<file path="src/rtl/lpmc_map.vh">
// Register offsets, field positions, reset values and timing counts of the low-power controller
// Assumes a 32-bit AHB-Lite slave with word-aligned registers
`ifndef LPMC_MAP_VH
`define LPMC_MAP_VH
// Register byte offsets
`define LPMC_CTRL_OFS 8'h00
`define LPMC_STAT_OFS 8'h04
`define LPMC_GATE_OFS 8'h08
`define LPMC_WAKE_OFS 8'h0C
// Control field positions
`define LPMC_MODE_LSB 0
`define LPMC_MODE_MSB 1
`define LPMC_WDKEEP_BIT 2
`define LPMC_RETAIN_LSB 8
`define LPMC_RETAIN_MSB 9
`define LPMC_FLASHSLEEP_BIT 16
`define LPMC_RAMRUN_BIT 17
`define LPMC_QUALEN_BIT 18
// Status bit that a write of one clears
`define LPMC_SEEN_BIT 8
// Mode encodings
`define LPMC_MODE_IDLE 2'h0
`define LPMC_MODE_STANDBY 2'h1
`define LPMC_MODE_HALT 2'h2
`define LPMC_MODE_HIBERNATE 2'h3
// Retention field values
`define LPMC_RETAIN_KEEP 2'h0
`define LPMC_RETAIN_OFF 2'h1
// Reset values
`define LPMC_CTRL_RST 32'h0000_0000
// Idle wake latency bounds in system clock cycles
`define LPMC_LAT_FLASH_ACTIVE 14'h0028
`define LPMC_LAT_FLASH_SLEEP 14'h1A2C
`define LPMC_LAT_RAM 14'h0019
// Edges from a wake pin edge to the wake state: two sync stages and the entry edge
`define LPMC_WAKE_PIPE 14'h0003
// Width of the wake latency counter
`define LPMC_CNT_W 14
`endif

</file>
<file path="src/rtl/lpmc_sync2.v">
// Two flip-flop synchroniser for a bus of asynchronous levels
// Assumes the inputs come from pins or another clock
`timescale 1ns/100ps
module lpmc_sync2 #(
   parameter WIDTH = 1
) (
   input wire clk_sys,
   input wire rst,
   input wire [WIDTH-1:0] asyncIn,
   output reg [WIDTH-1:0] syncOut
);
   reg [WIDTH-1:0] stageOne;
   // Only the second stage reads the first
   always @(posedge clk_sys or posedge rst) begin
      if (rst) begin
         stageOne <= {WIDTH{1'b0}};
         syncOut <= {WIDTH{1'b0}};
      end else begin
         stageOne <= asyncIn;
         syncOut <= stageOne;
      end
   end
endmodule // lpmc_sync2

</file>
<file path="src/rtl/lpmc_low_power_mode_controller.v">
// Low-power mode controller: clock gates, oscillator and memory power, idle wake sequencing
// Assumes an AHB-Lite master on clk_sys; wake pins and reset pin are asynchronous
//
// Local design decisions: the AHB-Lite interface to the registers and the register addresses.
`include "lpmc_map.vh"
`timescale 1ns/100ps
// Function
// - Idle gates core clock; standby gates more
// - Halt gates clocks, powers crystal down
// - Halt keeps watchdog clock when keep-alive set
// - Halt powers internal oscillators down unless keep-alive
// - Hibernate powers down peripherals, oscillators, sets analog low power
// - Retention field decides low RAM power in hibernate
// - Hibernate powers down other RAM blocks
// - Hibernate holds I/O outputs frozen
// - Interrupt, watchdog or reset pin wakes idle
// - Flash active resume within 40 cycles
// - Flash asleep resume within 6700 cycles
// - RAM run resume within 25 cycles
module lpmc_low_power_mode_controller #(
   parameter LAT_FLASH_SLEEP = `LPMC_LAT_FLASH_SLEEP
) (
   input wire clk_sys,
   input wire rst,
   input wire hsel,
   input wire [31:0] haddr,
   input wire [1:0] htrans,
   input wire hwrite,
   input wire [2:0] hsize,
   input wire [31:0] hwdata,
   input wire hready,
   output wire hreadyout,
   output wire hresp,
   output reg [31:0] hrdata,
   input wire idleExec,
   input wire enabledIrq,
   input wire watchdogIrq,
   input wire externalResetPin,
   input wire wakeQualified,
   output wire cpuClockInputEn,
   output wire systemClockEn,
   output wire cpuCoreClockEn,
   output wire peripheralSystemClockEn,
   output wire watchdogClockEn,
   output wire auxiliaryPllClockEn,
   output wire crystalOscillatorPowerEn,
   output wire internalOscillatorOnePowerEn,
   output wire internalOscillatorTwoPowerEn,
   output wire digitalPeripheralPowerEn,
   output wire analogLowPower,
   output wire lowRamPowerEn,
   output wire sharedRamPowerEn,
   output wire ioHold,
   output wire cpuResume
);
   // ****************************************************************
   // States and locals
   // ****************************************************************
   localparam ST_RUN = 2'h0;
   localparam ST_LOW = 2'h1;
   localparam ST_WAKE = 2'h2;
   // The sleep bound may be overridden by a wider integer, so cut it to the counter
   localparam [`LPMC_CNT_W-1:0] LAT_SLEEP = LAT_FLASH_SLEEP[`LPMC_CNT_W-1:0];
   localparam [`LPMC_CNT_W-1:0] LAT_ACTIVE = `LPMC_LAT_FLASH_ACTIVE;
   localparam [`LPMC_CNT_W-1:0] LAT_RAM = `LPMC_LAT_RAM;
   // Edges already spent when the sequencer first sees a wake
   localparam [`LPMC_CNT_W-1:0] WAKE_PIPE = `LPMC_WAKE_PIPE;

   reg [1:0] state;
   reg [1:0] next_state;
   reg [1:0] activeMode;
   reg [1:0] cfgMode;
   reg cfgWdKeep;
   reg [1:0] cfgRetain;
   reg cfgFlashSleep;
   reg cfgRamRun;
   reg [`LPMC_CNT_W-1:0] latCnt;
   reg [`LPMC_CNT_W-1:0] lastLatency;
   reg [7:0] wakeCount;
   reg wakeSeen;
   reg addrValid;
   reg addrWrite;
   reg [7:0] addrOfs;
   wire [2:0] wakeSync;
   wire wakeAny;
   wire inLow;
   wire isIdle;
   wire isStandby;
   wire isHalt;
   wire isHib;
   wire deepGate;
   wire oscDown;
   wire [31:0] ctrlWord;
   wire [31:0] statWord;
   wire [31:0] gateWord;

   // ****************************************************************
   // Synchronise wake sources
   // ****************************************************************
   lpmc_sync2 #(
      .WIDTH(3)
   ) uWakeSync (
      .clk_sys(clk_sys),
      .rst(rst),
      .asyncIn({externalResetPin, watchdogIrq, enabledIrq}),
      .syncOut(wakeSync)
   );

   // The reset pin is used here only as a wake level; the device reset lives elsewhere.
   // A level held low by the qualifier never counts, however long it stands.
   // Any accepted wake source ends idle
   assign wakeAny = (|wakeSync) & wakeQualified;

   // ****************************************************************
   // Mode sequencer
   // ****************************************************************
   // Latency bound chosen by where the CPU runs from.
   // Running from RAM takes precedence over the flash sleep setting, since flash
   // power-up does not stand in the way of a fetch from RAM.
   function [`LPMC_CNT_W-1:0] latBound;
      input ramRun;
      input flashSleep;
      begin
         if (ramRun) begin
            latBound = LAT_RAM;
         end else if (flashSleep) begin
            latBound = LAT_SLEEP;
         end else begin
            latBound = LAT_ACTIVE;
         end
      end
   endfunction

   // Next state: idle instruction enters, wake returns
   // A wake seen in any low-power mode ends the stay; the mode does not matter here
   always @* begin
      next_state = state;
      case (state)
         ST_RUN: begin
            if (idleExec) begin
               next_state = ST_LOW;
            end
         end
         ST_LOW: begin
            if (wakeAny) begin
               next_state = ST_WAKE;
            end
         end
         ST_WAKE: begin
            if (latCnt == {`LPMC_CNT_W{1'b0}}) begin
               next_state = ST_RUN;
            end
         end
         default: begin
            next_state = ST_RUN;
         end
      endcase
   end

   // State, latched mode and wake latency counter
   always @(posedge clk_sys or posedge rst) begin
      if (rst) begin
         state <= ST_RUN;
         activeMode <= `LPMC_MODE_IDLE;
         latCnt <= {`LPMC_CNT_W{1'b0}};
         lastLatency <= {`LPMC_CNT_W{1'b0}};
         wakeCount <= 8'h00;
      end else begin
         state <= next_state;
         if (state == ST_RUN && idleExec) begin
            activeMode <= cfgMode;
         end
         if (state == ST_LOW && wakeAny) begin
            // The pin edge is already three edges old here, so the count is shortened
            // to keep the whole pin-to-resume span inside the bound
            latCnt <= latBound(cfgRamRun, cfgFlashSleep) - WAKE_PIPE;
            lastLatency <= latBound(cfgRamRun, cfgFlashSleep);
            wakeCount <= wakeCount + 8'h01;
         end else if (state == ST_WAKE && latCnt != {`LPMC_CNT_W{1'b0}}) begin
            latCnt <= latCnt - 1'b1;
         end
      end
   end

   assign inLow = (state != ST_RUN);
   assign isIdle = inLow && (activeMode == `LPMC_MODE_IDLE);
   assign isStandby = inLow && (activeMode == `LPMC_MODE_STANDBY);
   assign isHalt = inLow && (activeMode == `LPMC_MODE_HALT);
   assign isHib = inLow && (activeMode == `LPMC_MODE_HIBERNATE);

   // ****************************************************************
   // Clock gates and power controls
   // ****************************************************************
   // The mode is latched at entry, but keep-alive and retention are read live:
   // software must not rewrite them while the device is in a low-power mode.
   // Standby, halt and hibernate all stop the shared system clocks
   assign deepGate = isStandby | isHalt | isHib;
   // Halt without keep-alive, or hibernate, stops the internal oscillators
   assign oscDown = (isHalt & ~cfgWdKeep) | isHib;
   // Core clock stops in every low-power mode
   assign cpuCoreClockEn = ~inLow;
   // Shared clocks stop beyond idle
   assign cpuClockInputEn = ~deepGate;
   assign systemClockEn = ~deepGate;
   assign peripheralSystemClockEn = ~deepGate;
   // The auxiliary PLL clock survives idle and standby only
   assign auxiliaryPllClockEn = ~(isHalt | isHib);
   // Watchdog survives halt only when kept alive
   assign watchdogClockEn = ~oscDown;
   // Crystal oscillator runs in idle and standby only
   assign crystalOscillatorPowerEn = ~(isHalt | isHib);
   // Both internal oscillators follow the keep-alive decision together
   assign internalOscillatorOnePowerEn = ~oscDown;
   assign internalOscillatorTwoPowerEn = ~oscDown;
   // Hibernate power domains
   assign digitalPeripheralPowerEn = ~isHib;
   assign analogLowPower = isHib;
   assign lowRamPowerEn = ~(isHib & (cfgRetain == `LPMC_RETAIN_OFF));
   assign sharedRamPowerEn = ~isHib;
   assign ioHold = isHib;
   // One-cycle pulse when the CPU may fetch again
   // It rises when the shortened count runs out; the state returns to run next edge
   assign cpuResume = (state == ST_WAKE) && (latCnt == {`LPMC_CNT_W{1'b0}});

   // Sticky record that a hibernate left shared RAM lost
   // Hibernate wins over a clear in the same cycle, so a loss is never missed
   always @(posedge clk_sys or posedge rst) begin
      if (rst) begin
         wakeSeen <= 1'b0;
      end else if (isHib) begin
         wakeSeen <= 1'b1;
      end else if (addrValid && addrWrite && addrOfs == `LPMC_STAT_OFS &&
                   hwdata[`LPMC_SEEN_BIT]) begin
         wakeSeen <= 1'b0;
      end
   end

   // ****************************************************************
   // AHB-Lite slave
   // ****************************************************************
   // No register access needs a wait state, so the slave never stretches a transfer
   // and never signals an error; unmapped offsets read zero and ignore writes
   assign hreadyout = 1'b1;
   assign hresp = 1'b0;

   // Address phase capture
   // Writes land at the end of the data phase, when hwdata stands
   always @(posedge clk_sys or posedge rst) begin
      if (rst) begin
         addrValid <= 1'b0;
         addrWrite <= 1'b0;
         addrOfs <= 8'h00;
      end else if (hready) begin
         addrValid <= hsel & htrans[1];
         addrWrite <= hwrite;
         addrOfs <= haddr[7:0];
      end
   end

   // Control register writes
   always @(posedge clk_sys or posedge rst) begin
      if (rst) begin
         cfgMode <= `LPMC_MODE_IDLE;
         cfgWdKeep <= 1'b0;
         cfgRetain <= `LPMC_RETAIN_KEEP;
         cfgFlashSleep <= 1'b0;
         cfgRamRun <= 1'b0;
      end else if (addrValid && addrWrite && addrOfs == `LPMC_CTRL_OFS) begin
         cfgMode <= hwdata[`LPMC_MODE_MSB:`LPMC_MODE_LSB];
         cfgWdKeep <= hwdata[`LPMC_WDKEEP_BIT];
         cfgRetain <= hwdata[`LPMC_RETAIN_MSB:`LPMC_RETAIN_LSB];
         cfgFlashSleep <= hwdata[`LPMC_FLASHSLEEP_BIT];
         cfgRamRun <= hwdata[`LPMC_RAMRUN_BIT];
      end
   end

   // Control word read back as written, unused bits zero
   assign ctrlWord = {14'h0000, cfgRamRun, cfgFlashSleep, 6'h00, cfgRetain, 5'h00,
                      cfgWdKeep, cfgMode};
   // Status layout: state, latched mode, synced wake inputs, hibernate-seen flag and
   // the number of accepted wakes
   assign statWord = {8'h00, wakeCount, 7'h00, wakeSeen, 1'b0, wakeSync, activeMode, state};
   // Gate vector in the order of the output ports, bit 0 first
   assign gateWord = {18'h0_0000, ioHold, sharedRamPowerEn, lowRamPowerEn, analogLowPower,
                      digitalPeripheralPowerEn, internalOscillatorTwoPowerEn,
                      internalOscillatorOnePowerEn, crystalOscillatorPowerEn,
                      auxiliaryPllClockEn, watchdogClockEn, peripheralSystemClockEn,
                      cpuCoreClockEn, systemClockEn, cpuClockInputEn};

   // Read data registered in the address phase
   // so that they stand through the whole data phase
   always @(posedge clk_sys or posedge rst) begin
      if (rst) begin
         hrdata <= 32'h0000_0000;
      end else if (hready && hsel && htrans[1] && !hwrite) begin
         case (haddr[7:0])
            `LPMC_CTRL_OFS: hrdata <= ctrlWord;
            `LPMC_STAT_OFS: hrdata <= statWord;
            `LPMC_GATE_OFS: hrdata <= gateWord;
            `LPMC_WAKE_OFS: hrdata <= {18'h0_0000, lastLatency};
            default: hrdata <= 32'h0000_0000;
         endcase
      end
   end
endmodule // lpmc_low_power_mode_controller

</file>
<file path="config.mk">
export PLATFORM = sky130hd
export DESIGN_NAME = lpmc_low_power_mode_controller
export DESIGN_NICKNAME = d
export VERILOG_FILES = /design/src/rtl/lpmc_sync2.v /design/src/rtl/lpmc_low_power_mode_controller.v
export VERILOG_INCLUDE_DIRS = /design/src /design/src/rtl
export SDC_FILE = /design/constraint.sdc
export NUM_CORES = 1
export LEC_CHECK = 0
export BUFFER_PORTS_ARGS = -buffer_cell sky130_fd_sc_hd__buf_2
export CAP_MARGIN = 5
export CORE_MARGIN = 2
export CORE_UTILIZATION = 50
export DETAILED_ROUTE_END_ITERATION = 12
export PLACE_DENSITY = 0.88
export SYNTH_ARGS = -nofsm -noshare
export SYNTH_HDL_FRONTEND = slang
export SYNTH_SLANG_ARGS = --single-unit
</file>
<file path="constraint.sdc">
create_clock -name clk_sys -period 3 [get_ports clk_sys]
set_input_delay 0.3 -clock clk_sys [delete_from_list [all_inputs] [get_ports clk_sys]]
set_output_delay 0.3 -clock clk_sys [all_outputs]
set_load 0.01 [all_outputs]
</file>
* Yosys cells after proc, flatten, opt, wreduce, memory -nomap -nowiden
Cells that the tools add are included.
Word-level totals: flip-flop bits (word level) 96, output and inout port bits 49
Cells by class: reductions and logical operators 25, mux-type cells 12, equality and inequality tests 13, bitwise gates (word level) 15, add/subtract/negate cells 3
Operator list (number):
- $pmux 24 s4 | 1
- $mux 14 | 4
- $eq 8x3->1 const B | 2
- $eq 8x4->1 const B | 2
- $logic_not 8->1 | 2
- $logic_and 1x1->1 | 14
- $logic_not 14->1 | 1
- $reduce_bool 14->1 | 1
- $sub 14x1->14 const B | 1
- $sub 14x2->14 const B | 1
- $mux 13 | 1
- $add 8x1->8 const B | 1
- $not 1->1 | 7
- $eq 2x1->1 const B | 3
- $eq 2x2->1 const B | 3
- $mux 2 | 3
- $ne 2x2->1 const B | 3
- $pmux 2 s3 | 1
- $reduce_bool 2->1 | 3
- $and 1x1->1 | 4
- $or 1x1->1 | 4
- $reduce_and 3->1 | 1
- $reduce_or 3->1 | 1
- $logic_not 2->1 | 1
- other kinds (2) | 3

* Longest topological paths before layout
word-level depth 6, depth in mapped cells 7, mapped depth without buffers 6

* Cells and area by module
A second synthesis with hierarchy kept.
Unflattened totals: cell total of the unflattened synthesis 335, area, all modules 3642.2 um^2
By module, submodules not included:
- lpmc_low_power_mode_controller | area each 3488.3 um^2, cells each 328, times used 1
- lpmc_sync2 | area each 153.9 um^2, cells each 7, times used 1

* Least setup slack after synthesis
Ideal clock, no wire load.
path type flip-flop to flip-flop, start reg latCnt[0], end reg latCnt[7], stages on the path, launching flop included 5, period minus slack after synthesis 1.863 ns, setup slack 1.137 ns, arrival time 1.780 ns, data required time 2.917 ns, setup time 0.083 ns, cell sequence dfrtp_1 > or4_4 > or4_1 > or4_1 > o21ai_0
Between the ends: longest elaborated chain between the ends 3
Ends and longest elaborated chain:
- from (decl) | RTL line lpmc_low_power_mode_controller.v:77 | reg [`LPMC_CNT_W-1:0] latCnt;
- from (signal assigned) | RTL line lpmc_low_power_mode_controller.v:165 | latCnt <= {`LPMC_CNT_W{1'b0}};
- from (signal assigned) | RTL line lpmc_low_power_mode_controller.v:176 | latCnt <= latBound(cfgRamRun, cfgFlashSleep) - WAKE_PIPE;
- from (signal assigned) | RTL line lpmc_low_power_mode_controller.v:180 | latCnt <= latCnt - 1'b1;
- $sub 14x1->14 / $reduce_bool 14->1 (equally long branches) | RTL line lpmc_low_power_mode_controller.v:180, lpmc_low_power_mode_controller.v:179
- $mux 14 / $logic_and 1x1->1 (equally long branches) | RTL line lpmc_low_power_mode_controller.v:179 | end else if (state == ST_WAKE && latCnt != {`LPMC_CNT_W{1'b0}}) begin
- $mux 14 / $reduce_bool 2->1 (equally long branches)
Parallel ways exist; a longest one is shown, timed or not. The select of a mux whose other input is x is not followed. A chain may end at the register's enable or synchronous reset.

* Worst setup path in the final report
start reg latCnt[0], end out cpuResume
Between the ends: longest elaborated chain between the ends 2
Ends and longest elaborated chain:
- $logic_not 14->1 | RTL line lpmc_low_power_mode_controller.v:223 | assign cpuResume = (state == ST_WAKE) && (latCnt == {`LPMC_CNT_W{1'b0}});
- $logic_and 1x1->1 | RTL line lpmc_low_power_mode_controller.v:223
- to (decl) | RTL line lpmc_low_power_mode_controller.v:54 | output wire cpuResume
No other way between the ends.

==> run metrics <==
Leak=a little under 2 nW; # rows=30; routed len/inst=roughly 16 um; Sw Share=a little over 30%; HPWL Detailed=5548 um; combinational fraction of design power=about a fifth; Async S/R FF share, synth=100.0%; Setup CP Type=flip-flop to output pin; Starting Density=about 52%; Post-CTS Resized=0; # hold bufs at CTS=0; fin nets=around 470; fillcell total=roughly 560; number of CTS-inserted buffers=9; CP max stage cell=dfrtp_1; area grow syn2layout=14.50%; Int Pwr=~1.8 mW; setup TNS=0 ns; grt ovf=0; sequential share of the synthesized area=53.04%; worst r2r src=latCnt[0]; fin crit share=~77%; Clock Path Buffers=2; post-synthesis adder-cell area fraction=0.7072%; routability cong.=between 0.8 and 0.9; Sw Pwr=slightly above 800 uW; Worst Setup End Kind=output pin; r2r endpoint=latCnt[5]; worst-margin pin slew=0.7612 ns; via count=around 2,700; die height=88.13 um; max_slew headroom=approximately half; Crit path largest cell delay=roughly 0.4 ns; Via density=around 5.6; Sink Count=75; Post-Syn Area=approximately 3500 um2; layout cells sized above 1=roughly 28%; status=finished clean; die area=~7800 um2; Synth Area in Compound Gates=11.17%; I/O Pins=around 130; syn_area_per_cell=between 10 and 15 um2; GR Util All Layers=20.53%; Buffers on Ports=62; CP Cell Sequence=inv_1 > ha_1 > nor3b_1 > nand4_1 > nor2_1 > buf_2; Root Buffer=clkbuf_8; Worst EP required=about 2.7 ns; post-CTS setup buffers=0; Post-Syn Instances=about 330; total of max-cap violations=0; CORE AREA=roughly 6800 um2; Clk pin slew, worst setup/hold paths=0.08 ns; CTS tree=yes; xor/xnor cell area share of the yosys netlist=1.980%; Clock Skew=around 0.0057 ns; crit path DAT=2.01 ns; post-route antenna net violation count=0; largest family of logic cells by synthesized area=simple AND/OR/NAND/NOR gates; fin. max-slew vios=0; Final Total Pwr=about 2.7 mW; vias in the first global route=between 2,000 and 3,000; initial antenna violation count=0; Max H-tree Level=3; type of origin of the critical path=flip-flop; Residual DRC=0; RSZ-0062 raised after global routing=false; fmax=between 0.4 and 0.5 GHz; share of power burned in registers=approximately half; Synth Warn #=0; VDD IR-drop max=~0.24 mV; R2R depth=6; CP Max Fanout=5; Die X=88.13 um; EDFF count, synth=0; Routed WL=7662 um; Hold Crit Class=input pin to async pin; pwr dens=around 660 nW/um2; Final setup violation count=0; global-route wire length before repair=12,160 um; share of total power in the clock network=between 30 and 40%; antenna fix cells=0; worst reg-to-reg setup slack=just over 0.9 ns; initial DRC count=between 200 and 300; Simple-Gate Fraction of Synth Area=between 10% and 20%; DRT Pass-1 Iters=4; mux share of post-synthesis cell area=between 8 and 9%; min cycle time layout=2.311 ns; pin count of the biggest net entering global routing=47; clk_lat worst skew=0.34 ns; flops & latches, synth=75; library cells used by synthesis=51; Final Hold Vio Count=0; Top FF cell, synth=dfrtp_1
-- stage by stage --
step,hold WS (ns),instances,setup WS (ns),util (%),area [um2]
final,0.02090,485,0.6891,59.30,4051
after global routing,0.05434,485,0.6175,59.30,4051
after CTS,0.02302,485,0.7376,59.30,4051
after detailed placement,0.3394,470,0.6839,56.15,3836
after global placement,0.3349,470,0.7785,56.15,3836
after floorplan,0.3312,341,0.7900,-,3576
-- worst max-delay path, delay by kind of cell, from the launching register on --
kind                       cells  cell delay (ns)
adders and majority gates      1             0.20
buffers and inverters          2             0.26
and+or+nand+nor                3             0.82
DFF                            1             0.40
-- kinds of logic after synthesis --
family	Yosys count
other cells	2
simple gates	113
buf+inv	45
compound gates	58
xor+xnor	8
fa+ha+maj	2
mux	28
flops	75
-- placed cells by master (no fill, tap or decap), drive strengths merged, types with 4 or more instances in the layout --
cell type / n
dfrtp: 75
buf: 66
nand2: 34
mux2: 20
nor2: 16
o21ai: 16
conb: 12
inv: 11
nor3: 10
clkbuf: 10
xnor2: 8
nand2b: 8
nand3: 7
mux2i: 7
a22o: 7
a21oi: 7
nor4: 6
or4: 6
nand4: 5
and3: 4
a21o: 4
-- layout make-up --
cell class                      count  area [um2]  area share, %
Multi-Input combinational cell    221        1454          35.89
Clock inverter                      5       77.57          1.915
Timing Repair Buffer               66       340.3          8.400
Tap cell                           96       120.1          2.965
Clock buffer                       10       137.6          3.397
Inverter                           12       45.04          1.112
Sequential cell                    75        1877          46.32
-- power groups by stage --
stage	Sequential, mW	Clock [mW]	Combinational, mW
6_report	1.31	0.840	0.529
5_1_grt	1.33	0.899	0.595
4_1_cts	1.31	0.846	0.528
3_5_place_dp	1.33	0	0.526
3_3_place_gp	1.31	0	0.497
2_1_floorplan	1.26	0	0.440
-- flip-flops by register name (all words and copies together), names as in the netlist --
register / flops
activeMode: 2
addrOfs: 8
addrValid: 1
addrWrite: 1
cfgFlashSleep: 1
cfgMode: 2
cfgRamRun: 1
cfgRetain: 2
cfgWdKeep: 1
hrdata: 21
lastLatency: 4
latCnt: 14
state: 2
uWakeSync.stageOne: 3
uWakeSync.syncOut: 3
wakeCount: 8
wakeSeen: 1
-- how the worst max path moves through the flow --
| stage | startpoint | to | slack (ns) |
|---|---|---|---|
| floorplan | rst | activeMode[0] | 0.79 |
| global placement | hready | hrdata[18] | 0.78 |
| detailed placement | hready | hrdata[19] | 0.68 |
| CTS | latCnt[0] | cpuResume | 0.74 |
| global route | latCnt[0] | cpuResume | 0.62 |
| finish | latCnt[0] | cpuResume | 0.69 |
-- cell usage after synthesis (2+ instances only) --
library cell	n	area share (%)
a211oi_1	3	0.64
a21o_1	4	0.85
a21oi_1	7	0.99
a22o_1	7	1.7
a311oi_1	2	0.50
a31oi_1	3	0.53
and3_1	4	0.71
buf_4	20	4.2
clkbuf_1	12	1.3
conb_1	2	0.21
dfrtp_1	75	53
ha_1	2	0.71
inv_1	11	1.2
mux2_2	20	6.4
mux2i_1	7	2.0
nand2_1	34	3.6
nand2b_1	8	1.4
nand3_1	7	0.99
nand3b_1	3	0.64
nand4_1	5	0.88
nand4b_1	2	0.50
nor2_1	16	1.7
nor3_1	10	1.4
nor3b_1	2	0.42
nor4_1	6	1.1
nor4b_1	2	0.50
o21a_1	2	0.42
o21ai_0	16	2.3
o311ai_0	2	0.50
o31ai_1	3	0.64
or3_1	3	0.53
or3b_2	2	0.50
or4_1	4	0.85
xnor2_1	8	2.0
-- metal layers --
metal	vias to the layer above	wire, um	track usage, %
li1	1266	-	-
met1	1312	3283	27.37
met2	123	3718	31.96
met3	17	481	3.770
met4	0	178	11.16
met5	-	0	0
No activity file was read; power rests on OpenSTA's default activity.
